===== src/hw/pm_scale_defs.vh =====
// Constants shared by the power monitor result scaling design.
`ifndef PM_SCALE_DEFS_VH
`define PM_SCALE_DEFS_VH

// ----------------------------------------------------------------------
// Clock and conversion times
// ----------------------------------------------------------------------
`define PM_MCLK_MHZ      10
`define PM_CT0_US        50
`define PM_CT1_US        84
`define PM_CT2_US        150
`define PM_CT3_US        280
`define PM_CT4_US        540
`define PM_CT5_US        1052
`define PM_CT6_US        2074
`define PM_CT7_US        4120
`define PM_CT_CYC_W      16

// ----------------------------------------------------------------------
// Averaging counts as shift amounts (1, 4, 16, 64, 128, 256, 512, 1024)
// ----------------------------------------------------------------------
`define PM_AVG_SHIFT0    4'h0
`define PM_AVG_SHIFT1    4'h2
`define PM_AVG_SHIFT2    4'h4
`define PM_AVG_SHIFT3    4'h6
`define PM_AVG_SHIFT4    4'h7
`define PM_AVG_SHIFT5    4'h8
`define PM_AVG_SHIFT6    4'h9
`define PM_AVG_SHIFT7    4'hA
`define PM_AVG_CNT_W     11
`define PM_AVG_MAX_SHIFT 10

// ----------------------------------------------------------------------
// Result widths, scaling and limits
// ----------------------------------------------------------------------
`define PM_SHUNT_W       16
`define PM_BUS_W         16
`define PM_TEMP_W        12
`define PM_CAL_W         15
`define PM_POWER_W       24
`define PM_CUR_SHIFT     12
`define PM_POWER_SHIFT   8
`define PM_BUS_MAX_CODE  16'h6A40
`define PM_CUR_POS_MAX   32'sh00007FFF
`define PM_CUR_NEG_MIN   32'shFFFF8000
`define PM_CUR_RESET     16'h0000
`define PM_POWER_RESET   24'h000000

`endif


===== src/hw/pm_conv_timer.v =====
// Conversion period divider: one-cycle tick at the end of each conversion.
`timescale 1ns/1ns
module pm_conv_timer #(
  parameter CW = 16
) (
  input  wire          clk,
  input  wire          rst_n,
  input  wire          restart,
  input  wire [CW-1:0] len,
  output reg           tick
);

  reg [CW-1:0] cnt_q;

  // A restart reloads the full period so the first tick is a full one.
  always @(posedge clk) begin
    if (!rst_n) begin
      cnt_q <= {CW{1'b0}};
      tick  <= 1'b0;
    end else if (restart) begin
      cnt_q <= len - {{(CW-1){1'b0}}, 1'b1};
      tick  <= 1'b0;
    end else if (cnt_q == {CW{1'b0}}) begin
      cnt_q <= len - {{(CW-1){1'b0}}, 1'b1};
      tick  <= 1'b1;
    end else begin
      cnt_q <= cnt_q - {{(CW-1){1'b0}}, 1'b1};
      tick  <= 1'b0;
    end
  end

endmodule


===== src/hw/pm_averager.v =====
// Signed accumulate-and-shift averager for one measurement channel.
`timescale 1ns/1ns
module pm_averager #(
  parameter W  = 16,
  parameter SW = 10
) (
  input  wire                clk,
  input  wire                rst_n,
  input  wire                take,
  input  wire                first,
  input  wire                last,
  input  wire [3:0]          shift,
  input  wire signed [W-1:0] sample,
  output reg  signed [W-1:0] avg,
  output reg                 done
);

  reg  signed [W+SW-1:0] acc_q;
  wire signed [W+SW-1:0] sum;
  wire signed [W+SW-1:0] mean;

  assign sum  = (first ? {(W+SW){1'b0}} : acc_q)
                + {{SW{sample[W-1]}}, sample};
  assign mean = sum >>> shift;

  // The sample count is a power of two, so the mean is an arithmetic shift.
  always @(posedge clk) begin
    if (!rst_n) begin
      acc_q <= {(W+SW){1'b0}};
      avg   <= {W{1'b0}};
      done  <= 1'b0;
    end else begin
      done <= 1'b0;
      if (take) begin
        acc_q <= sum;
        if (last) begin
          avg  <= mean[W-1:0];
          done <= 1'b1;
        end
      end
    end
  end

endmodule


===== src/hw/pm_result_scaler.v =====
// Result formatting, averaging and current and power derivation.
`timescale 1ns/1ns
`include "pm_scale_defs.vh"

// Notes on behaviour
// - Two shunt ranges, 5 or 1.25 uV steps.
// - Shunt result is 16-bit signed.
// - Bus result unsigned, 0 to 85 V, 3.125 mV.
// - Temperature result 12-bit signed, 125 mdegC.
// - Temperature code spans -256 to +255.875 degC.
// - New current after every shunt result, unless a settings change lands in the same cycle.
// - Zero calibration gives zero current.
// - Current counted in host-chosen current steps.
// - Power is unsigned 24-bit from current step.
// - Eight conversion times, 50 to 4120 us.
// - Averaging of conversions before results update.
// - Shunt limits share the shunt step weighting.
module pm_result_scaler #(
  parameter CONV_CYC_0 = `PM_CT0_US * `PM_MCLK_MHZ,
  parameter CONV_CYC_1 = `PM_CT1_US * `PM_MCLK_MHZ,
  parameter CONV_CYC_2 = `PM_CT2_US * `PM_MCLK_MHZ,
  parameter CONV_CYC_3 = `PM_CT3_US * `PM_MCLK_MHZ,
  parameter CONV_CYC_4 = `PM_CT4_US * `PM_MCLK_MHZ,
  parameter CONV_CYC_5 = `PM_CT5_US * `PM_MCLK_MHZ,
  parameter CONV_CYC_6 = `PM_CT6_US * `PM_MCLK_MHZ,
  parameter CONV_CYC_7 = `PM_CT7_US * `PM_MCLK_MHZ
) (
  input  wire                     MCLK,
  input  wire                     RST_N,
  input  wire                     SHUNT_RANGE_SELECT,
  input  wire [2:0]               CONV_TIME_SEL,
  input  wire [2:0]               AVG_SEL,
  input  wire [`PM_CAL_W-1:0]     SHUNT_CAL,
  input  wire [`PM_SHUNT_W-1:0]   SHUNT_OVER_LIMIT,
  input  wire [`PM_SHUNT_W-1:0]   SHUNT_UNDER_LIMIT,
  input  wire [`PM_SHUNT_W-1:0]   ADC_SHUNT_CODE,
  input  wire [`PM_BUS_W-1:0]     ADC_BUS_CODE,
  input  wire [`PM_TEMP_W-1:0]    ADC_TEMP_CODE,
  output reg                      ADC_RANGE_ACTIVE,
  output wire                     CONV_DONE,
  output reg  [`PM_SHUNT_W-1:0]   SHUNT_VOLTAGE_RESULT,
  output reg  [`PM_BUS_W-1:0]     BUS_VOLTAGE_RESULT,
  output reg  [`PM_TEMP_W-1:0]    DIE_TEMPERATURE_RESULT,
  output reg  [`PM_SHUNT_W-1:0]   CURRENT_RESULT,
  output reg  [`PM_POWER_W-1:0]   POWER_RESULT,
  output reg                      RESULT_READY,
  output reg                      SHUNT_OVER_FLAG,
  output reg                      SHUNT_UNDER_FLAG
);

  // --------------------------------------------------------------------
  // States and local sizes
  // --------------------------------------------------------------------
  localparam S_START   = 3'h0;
  localparam S_ACCUM   = 3'h1;
  localparam S_CURRENT = 3'h2;
  localparam S_POWER   = 3'h3;
  localparam S_PUBLISH = 3'h4;

  localparam CW = `PM_CT_CYC_W;
  localparam NW = `PM_AVG_CNT_W;

  reg  [2:0]               state_q;
  reg  [2:0]               state_d;
  reg                      range_q;
  reg  [2:0]               ct_sel_q;
  reg  [3:0]               shift_q;
  reg  [NW-1:0]            n_q;
  reg  [CW-1:0]            conv_len;
  reg  [3:0]               shift_sel;
  reg  [`PM_BUS_W-1:0]     bus_clamped;
  reg  signed [31:0]       prod_q;
  reg  [`PM_SHUNT_W-1:0]   cur_q;
  reg  [`PM_SHUNT_W-1:0]   cur_sat;
  reg  [`PM_POWER_W-1:0]   pwr_q;
  wire                     settings_changed;
  wire                     tick;
  wire                     first;
  wire                     last;
  wire                     sh_done;
  wire                     bus_done;
  wire                     tmp_done;
  wire signed [15:0]       sh_avg;
  wire signed [16:0]       bus_avg;
  wire signed [11:0]       tmp_avg;
  wire signed [15:0]       cal_s;
  wire signed [31:0]       cur_full;
  wire [15:0]              cur_mag;
  wire [31:0]              pwr_full;
  wire [NW-1:0]            n_last;

  // --------------------------------------------------------------------
  // Setting decode
  // --------------------------------------------------------------------
  always @* begin
    case (ct_sel_q)
      3'h0:    conv_len = CONV_CYC_0[CW-1:0];
      3'h1:    conv_len = CONV_CYC_1[CW-1:0];
      3'h2:    conv_len = CONV_CYC_2[CW-1:0];
      3'h3:    conv_len = CONV_CYC_3[CW-1:0];
      3'h4:    conv_len = CONV_CYC_4[CW-1:0];
      3'h5:    conv_len = CONV_CYC_5[CW-1:0];
      3'h6:    conv_len = CONV_CYC_6[CW-1:0];
      default: conv_len = CONV_CYC_7[CW-1:0];
    endcase
  end

  always @* begin
    case (AVG_SEL)
      3'h0:    shift_sel = `PM_AVG_SHIFT0;
      3'h1:    shift_sel = `PM_AVG_SHIFT1;
      3'h2:    shift_sel = `PM_AVG_SHIFT2;
      3'h3:    shift_sel = `PM_AVG_SHIFT3;
      3'h4:    shift_sel = `PM_AVG_SHIFT4;
      3'h5:    shift_sel = `PM_AVG_SHIFT5;
      3'h6:    shift_sel = `PM_AVG_SHIFT6;
      default: shift_sel = `PM_AVG_SHIFT7;
    endcase
  end

  // A block is never mixed across ranges or counts, but its first conversion runs for the time held before the
  // restart: any change throws the partial block away and starts over.
  assign settings_changed = (SHUNT_RANGE_SELECT != range_q) ||
                            (CONV_TIME_SEL != ct_sel_q) ||
                            (shift_sel != shift_q);

  // --------------------------------------------------------------------
  // Conversion timing and block counter
  // --------------------------------------------------------------------
  pm_conv_timer #(
    .CW      (CW)
  ) u_timer (
    .clk     (MCLK),
    .rst_n   (RST_N),
    .restart (state_q == S_START),
    .len     (conv_len),
    .tick    (tick)
  );

  assign CONV_DONE = tick && (state_q != S_START);

  // One result every (conversion time x count) cycles.
  assign n_last = ({{(NW-1){1'b0}}, 1'b1} << shift_q)
                  - {{(NW-1){1'b0}}, 1'b1};
  assign first  = (n_q == {NW{1'b0}});
  assign last   = (n_q == n_last);

  always @(posedge MCLK) begin
    if (!RST_N) begin
      n_q <= {NW{1'b0}};
    end else if (state_q == S_START) begin
      n_q <= {NW{1'b0}};
    end else if (CONV_DONE) begin
      n_q <= last ? {NW{1'b0}} : n_q + {{(NW-1){1'b0}}, 1'b1};
    end
  end

  // --------------------------------------------------------------------
  // Input conditioning
  // --------------------------------------------------------------------
  // Bus codes above 85 V full scale are clamped to full scale.
  always @* begin
    if (ADC_BUS_CODE > `PM_BUS_MAX_CODE) begin
      bus_clamped = `PM_BUS_MAX_CODE;
    end else begin
      bus_clamped = ADC_BUS_CODE;
    end
  end

  // --------------------------------------------------------------------
  // Per-channel averaging
  // --------------------------------------------------------------------
  pm_averager #(
    .W      (`PM_SHUNT_W),
    .SW     (`PM_AVG_MAX_SHIFT)
  ) u_avg_shunt (
    .clk    (MCLK),
    .rst_n  (RST_N),
    .take   (CONV_DONE),
    .first  (first),
    .last   (last),
    .shift  (shift_q),
    .sample (ADC_SHUNT_CODE),
    .avg    (sh_avg),
    .done   (sh_done)
  );

  // Bus codes are unsigned, so a zero sign bit is added for the averager.
  pm_averager #(
    .W      (`PM_BUS_W + 1),
    .SW     (`PM_AVG_MAX_SHIFT)
  ) u_avg_bus (
    .clk    (MCLK),
    .rst_n  (RST_N),
    .take   (CONV_DONE),
    .first  (first),
    .last   (last),
    .shift  (shift_q),
    .sample ({1'b0, bus_clamped}),
    .avg    (bus_avg),
    .done   (bus_done)
  );

  pm_averager #(
    .W      (`PM_TEMP_W),
    .SW     (`PM_AVG_MAX_SHIFT)
  ) u_avg_temp (
    .clk    (MCLK),
    .rst_n  (RST_N),
    .take   (CONV_DONE),
    .first  (first),
    .last   (last),
    .shift  (shift_q),
    .sample (ADC_TEMP_CODE),
    .avg    (tmp_avg),
    .done   (tmp_done)
  );

  // --------------------------------------------------------------------
  // Current and power arithmetic
  // --------------------------------------------------------------------
  assign cal_s    = {1'b0, SHUNT_CAL};
  assign cur_full = prod_q >>> `PM_CUR_SHIFT;
  assign cur_mag  = cur_q[15] ? (~cur_q + 16'h0001) : cur_q;
  assign pwr_full = cur_mag * BUS_VOLTAGE_RESULT;

  // Saturate to the signed 16-bit current range.
  always @* begin
    if (SHUNT_CAL == {`PM_CAL_W{1'b0}}) begin
      cur_sat = `PM_CUR_RESET;
    end else if (cur_full > `PM_CUR_POS_MAX) begin
      cur_sat = 16'h7FFF;
    end else if (cur_full < `PM_CUR_NEG_MIN) begin
      cur_sat = 16'h8000;
    end else begin
      cur_sat = cur_full[15:0];
    end
  end

  // --------------------------------------------------------------------
  // Sequencer
  // --------------------------------------------------------------------
  always @* begin
    state_d = state_q;
    case (state_q)
      S_START: begin
        state_d = S_ACCUM;
      end
      S_ACCUM: begin
        if (settings_changed) begin
          state_d = S_START;
        end else if (sh_done && bus_done && tmp_done) begin
          state_d = S_CURRENT;
        end
      end
      S_CURRENT: begin
        state_d = S_POWER;
      end
      S_POWER: begin
        state_d = S_PUBLISH;
      end
      default: begin
        state_d = settings_changed ? S_START : S_ACCUM;
      end
    endcase
  end

  always @(posedge MCLK) begin
    if (!RST_N) begin
      state_q          <= S_START;
      range_q          <= 1'b0;
      ct_sel_q         <= 3'h0;
      shift_q          <= `PM_AVG_SHIFT0;
      ADC_RANGE_ACTIVE <= 1'b0;
    end else begin
      state_q <= state_d;
      if (state_q == S_START) begin
        range_q          <= SHUNT_RANGE_SELECT;
        ct_sel_q         <= CONV_TIME_SEL;
        shift_q          <= shift_sel;
        ADC_RANGE_ACTIVE <= SHUNT_RANGE_SELECT;
      end
    end
  end

  // --------------------------------------------------------------------
  // Result registers
  // --------------------------------------------------------------------
  always @(posedge MCLK) begin
    if (!RST_N) begin
      SHUNT_VOLTAGE_RESULT   <= {`PM_SHUNT_W{1'b0}};
      BUS_VOLTAGE_RESULT     <= {`PM_BUS_W{1'b0}};
      DIE_TEMPERATURE_RESULT <= {`PM_TEMP_W{1'b0}};
      prod_q                 <= 32'sh00000000;
      cur_q                  <= `PM_CUR_RESET;
      pwr_q                  <= `PM_POWER_RESET;
      CURRENT_RESULT         <= `PM_CUR_RESET;
      POWER_RESULT           <= `PM_POWER_RESET;
      RESULT_READY           <= 1'b0;
      SHUNT_OVER_FLAG        <= 1'b0;
      SHUNT_UNDER_FLAG       <= 1'b0;
    end else begin
      RESULT_READY <= 1'b0;
      if (state_q == S_ACCUM && sh_done) begin
        SHUNT_VOLTAGE_RESULT   <= sh_avg;
        BUS_VOLTAGE_RESULT     <= bus_avg[`PM_BUS_W-1:0];
        DIE_TEMPERATURE_RESULT <= tmp_avg;
        prod_q                 <= sh_avg * cal_s;
      end
      if (state_q == S_CURRENT) begin
        cur_q <= cur_sat;
      end
      if (state_q == S_POWER) begin
        pwr_q <= pwr_full[`PM_POWER_SHIFT+`PM_POWER_W-1:
                          `PM_POWER_SHIFT];
      end
      if (state_q == S_PUBLISH) begin
        CURRENT_RESULT   <= cur_q;
        POWER_RESULT     <= pwr_q;
        RESULT_READY     <= 1'b1;
        SHUNT_OVER_FLAG  <= ($signed(SHUNT_VOLTAGE_RESULT) >
                             $signed(SHUNT_OVER_LIMIT));
        SHUNT_UNDER_FLAG <= ($signed(SHUNT_VOLTAGE_RESULT) <
                             $signed(SHUNT_UNDER_LIMIT));
      end
    end
  end

endmodule


===== config.mk =====
export PLATFORM = sky130hd
export DESIGN_NAME = pm_result_scaler
export DESIGN_NICKNAME = d
export VERILOG_FILES = /design/src/hw/pm_conv_timer.v /design/src/hw/pm_averager.v /design/src/hw/pm_result_scaler.v
export VERILOG_INCLUDE_DIRS = /design/src /design/src/hw
export SDC_FILE = /design/constraint.sdc
export NUM_CORES = 2
export LEC_CHECK = 0
export BUFFER_PORTS_ARGS = -buffer_cell sky130_fd_sc_hd__buf_2
export CAP_MARGIN = 20
export CELL_PAD_IN_SITES_DETAIL_PLACEMENT = 0
export CELL_PAD_IN_SITES_GLOBAL_PLACEMENT = 2
export CORE_UTILIZATION = 30
export CTS_CLUSTER_SIZE = 24
export DETAILED_ROUTE_END_ITERATION = 10
export PLACE_DENSITY = 0.69
export SLEW_MARGIN = 20
export SYNTH_ARGS = -nofsm -noshare
export SYNTH_HDL_FRONTEND = slang
export SYNTH_SLANG_ARGS = --single-unit

===== constraint.sdc =====
create_clock -name MCLK -period 12.22 [get_ports MCLK]
set_clock_uncertainty 0.2 [all_clocks]
set_input_delay 1.833 -clock MCLK [delete_from_list [all_inputs] [get_ports MCLK]]
set_output_delay 1.833 -clock MCLK [all_outputs]
set_load 0.01 [all_outputs]

==> results.json <==
{
  "die_x_um": 354,
  "port_buffers": 188,
  "fin_crit_sh_pct": 73.0,
  "synth_area_leaders": "fa_1, dfxtp_1, ha_1",
  "r2r_slack_ps": 3290,
  "first_pass_iters": 5,
  "ys_seq_elements": 306,
  "drtIter0Drc": 1771,
  "vias_per_cell": 4.98,
  "synth_top_area_share_pct": 23.7,
  "drc": 0,
  "arrival_ps": 9140,
  "numCtsBuffers": 44,
  "grt_usage_pct": 19.5,
  "p_leak_nw": 18.8,
  "synth_top_cell_by_area": "fa_1",
  "synth-main-ff-cell": "dfxtp_1",
  "path_max_fanout": 20,
  "ff_latch_area_um2": 6130,
  "synth_cell_type_count": 93,
  "p_per_area_nw_per_um2": 67.7,
  "async_flop_share_pct": 0,
  "setup_viol": 0,
  "final_cell_mix": "nand2_1, inv_1, fa_1, a21oi_1, and2_1",
  "vias": 31300,
  "cts-root-buf": "clkbuf_16",
  "io_pins": 189,
  "postSynthAreaPerCell_um2": 8.12,
  "rr_endpoint": "pwr_q[23]",
  "hpwl_um": 91900,
  "max_cap_violations": 0,
  "required_ps": 12440,
  "cp-end-kind": "flip-flop",
  "power.share.combinational_pct": 12.5,
  "postSynthCellCount": 4581,
  "seq_power_share_pct": 36.4,
  "synth_edf_count": 0,
  "ant_nets": 0,
  "coreArea_um2": 122000,
  "die_h_um": 354,
  "sw_frac_of_total_pct": 28.2,
  "ir_worst_vdd_uv": 91.9,
  "drive_gt1_share_pct": 8.73,
  "crit_type": "flip-flop to flip-flop",
  "die_area_um2": 125000,
  "start_kind": "flip-flop",
  "status": "finished, final reports clean",
  "hold_class": "flip-flop to flip-flop",
  "cts_resized": 0,
  "fmax_ghz": 0.112,
  "syn-cell-area_um2": 37200,
  "wl_per_cell_um": 19.3,
  "yosysWarnings": 0,
  "wl_um": 121000,
  "period_minus_slack_ps": 8930,
  "grt_antenna_before_repair": 7,
  "final.setup.tns_ps": 0,
  "fillCellCount": 13200,
  "slew_viol_final": 0,
  "clkTransAtPathRegs_ps": 60,
  "worst_pin_slew_ps": 1100,
  "layout.nets": 5437,
  "hold_slack_ps": 232,
  "worstHoldPathCells": 2,
  "cts.path.max_buffers": 3,
  "grt_max_degree": 93,
  "initial_utilization_pct": 30.4,
  "grt_pass1_wl_um": 193000,
  "power_switching_w": 0.000789,
  "syn_nets": 5401,
  "gp_congestion": 0.845,
  "whs_endpoint": "POWER_RESULT[20]",
  "gr-total-overflow": 0,
  "max_slew_margin_pct": 26.3,
  "multi_input_area_um2": 28100,
  "cts_sinks": 306,
  "post-cts-setup-buffers": 0,
  "hold_start": "pwr_q[20]",
  "cts-hold-fix-buffers": 0,
  "core.rowCount": 128,
  "grt_pass1_vias": 32400,
  "area_growth_pct": 11.1,
  "cts_tree": "done",
  "h-tree-depth": 2,
  "hold_viol": 0,
  "yosysSeqAreaShare_pct": 16.5,
  "p_int_w": 0.00201,
  "clock_power_share_pct": 51.1,
  "rsz0062_at_grt": "false",
  "mostFrequentLayoutCell": "nand2_1",
  "clock_latency_ps": 620,
  "r2r_start": "cur_q[0]",
  "rr_worst_depth": 25
}
-- flip-flops by register name, summed over array words and instances, names as in the netlist, 3 cells and up --
| register | count |
|---|---|
| POWER_RESULT | 24 |
| SHUNT_VOLTAGE_RESULT | 16 |
| state_q | 3 |
| cur_q | 16 |
| n_q | 11 |
| CURRENT_RESULT | 16 |
| prod_q | 20 |
| pwr_q | 24 |
| shift_q | 4 |
| ct_sel_q | 3 |
| u_avg_bus.acc_q | 27 |
| u_avg_bus.avg | 16 |
| DIE_TEMPERATURE_RESULT | 12 |
| u_avg_shunt.avg | 16 |
| BUS_VOLTAGE_RESULT | 16 |
| u_avg_temp.avg | 12 |
| u_avg_shunt.acc_q | 26 |
| u_avg_temp.acc_q | 22 |
| u_timer.cnt_q | 16 |
-- layer usage --
metal | track usage [%] | routed length [um] | up-vias
li1 | - | - | 15100
met1 | 27.9 | 59500 | 15500
met2 | 31.3 | 54300 | 530
met3 | 2.05 | 4560 | 126
met4 | 4.89 | 2900 | 2
met5 | 0 | 13 | -
-- power by group through the flow --
stage | Sequential [W] | Combinational (W) | Clock [W]
after floorplan | 0.00103 | 0.000236 | 0
after global placement | 0.00104 | 0.000348 | 0
after detailed placement | 0.00104 | 0.000347 | 0
after CTS | 0.00102 | 0.000349 | 0.00147
after global routing | 0.00102 | 0.000383 | 0.00151
final | 0.00102 | 0.000350 | 0.00143
-- cell families after synthesis --
| logic type | Yosys count | synth area share, % |
|---|---|---|
| and+or+nand+nor | 1617 | 20.6 |
| muxes | 89 | 3.05 |
| other | 1 | 0.0101 |
| xor gates and xnor gates | 152 | 3.58 |
| DFF | 306 | 16.5 |
| AOI/OAI and AO/OA | 870 | 14.8 |
| adders and majority gates | 720 | 33.1 |
| buffers and inverters | 826 | 8.39 |
-- worst max-delay path: stages (launching register included) --
cell	delay, ps
dfxtp_1	580
inv_1	150
ha_1	170
nand2_1	60
or2_2	300
o31ai_1	410
nand2_1	150
xor2_2	740
nand2_1	190
fa_1	560
fa_1	520
fa_1	530
inv_1	60
fa_1	440
fa_1	520
inv_1	60
fa_1	480
inv_1	40
ha_1	380
nand2_1	70
or4b_2	640
a2111oi_0	690
nor4_1	170
nor3_1	370
or4_1	180
a31oi_1	70
-- area by class of cell --
class,count,share of cell area (%)
antenna,2,0.0121
clock buffer,56,2.99
clock inverter,21,0.830
inverter,575,5.24
multi-input combinational,3449,67.9
sequential,306,14.8
tap,1625,4.92
timing repair buffer,241,3.27
-- cells in the mapped netlist, types with 10 or more instances --
cell      count
mux4_2       18
mux2_2       16
a211o_1      12
clkbuf_1    213
fa_1        441
mux2i_1      55
nand2_1     775
or3_1        22
nand2b_1     34
o21a_1       28
xnor2_1      89
o211ai_1     24
nand4_1      31
o21ai_0     145
and2_1      321
a22oi_1      14
nor2_1      201
a221oi_1     16
ha_1        279
nor3_1       59
a21oi_1     341
o31ai_1      17
and4_1       14
o21bai_1     14
a21o_1       59
a31oi_1      26
inv_1       573
o22ai_1      12
buf_1        27
or2_2        13
a211oi_1     48
xor2_1       63
buf_2        10
dfxtp_1     306
nor4_1       17
nand3_1      52
nor2b_1      19
or4_1        13
and3_1       22
-- metrics by stage --
step / setup slack, ps / cells / total power [W] / instance area (um^2) / utilization (%)
2_1_floorplan: 3750 / 4581 / 0.00127 / 37200 / -
3_3_place_gp: 3380 / 6194 / 0.00139 / 39700 / 32.4
5_1_grt: 2630 / 6273 / 0.00291 / 41300 / 33.8
6_report: 3290 / 6275 / 0.00280 / 41300 / 33.8
3_5_place_dp: 3320 / 6196 / 0.00139 / 39700 / 32.5
4_1_cts: 3260 / 6273 / 0.00284 / 41300 / 33.8
-- how the worst max path moves through the flow --
stage                      start    endpoint  slack [ps]  depth (start not counted)
floorplan           SHUNT_CAL[9]  prod_q[31]        3750                         25
CTS                     cur_q[0]   pwr_q[23]        3260                         25
finish                  cur_q[0]   pwr_q[23]        3290                         25
global route            cur_q[0]   pwr_q[23]        2630                         26
global placement    SHUNT_CAL[9]  prod_q[31]        3380                         24
detailed placement      cur_q[0]   pwr_q[23]        3320                         25
Power figures use the tool's default switching activity.
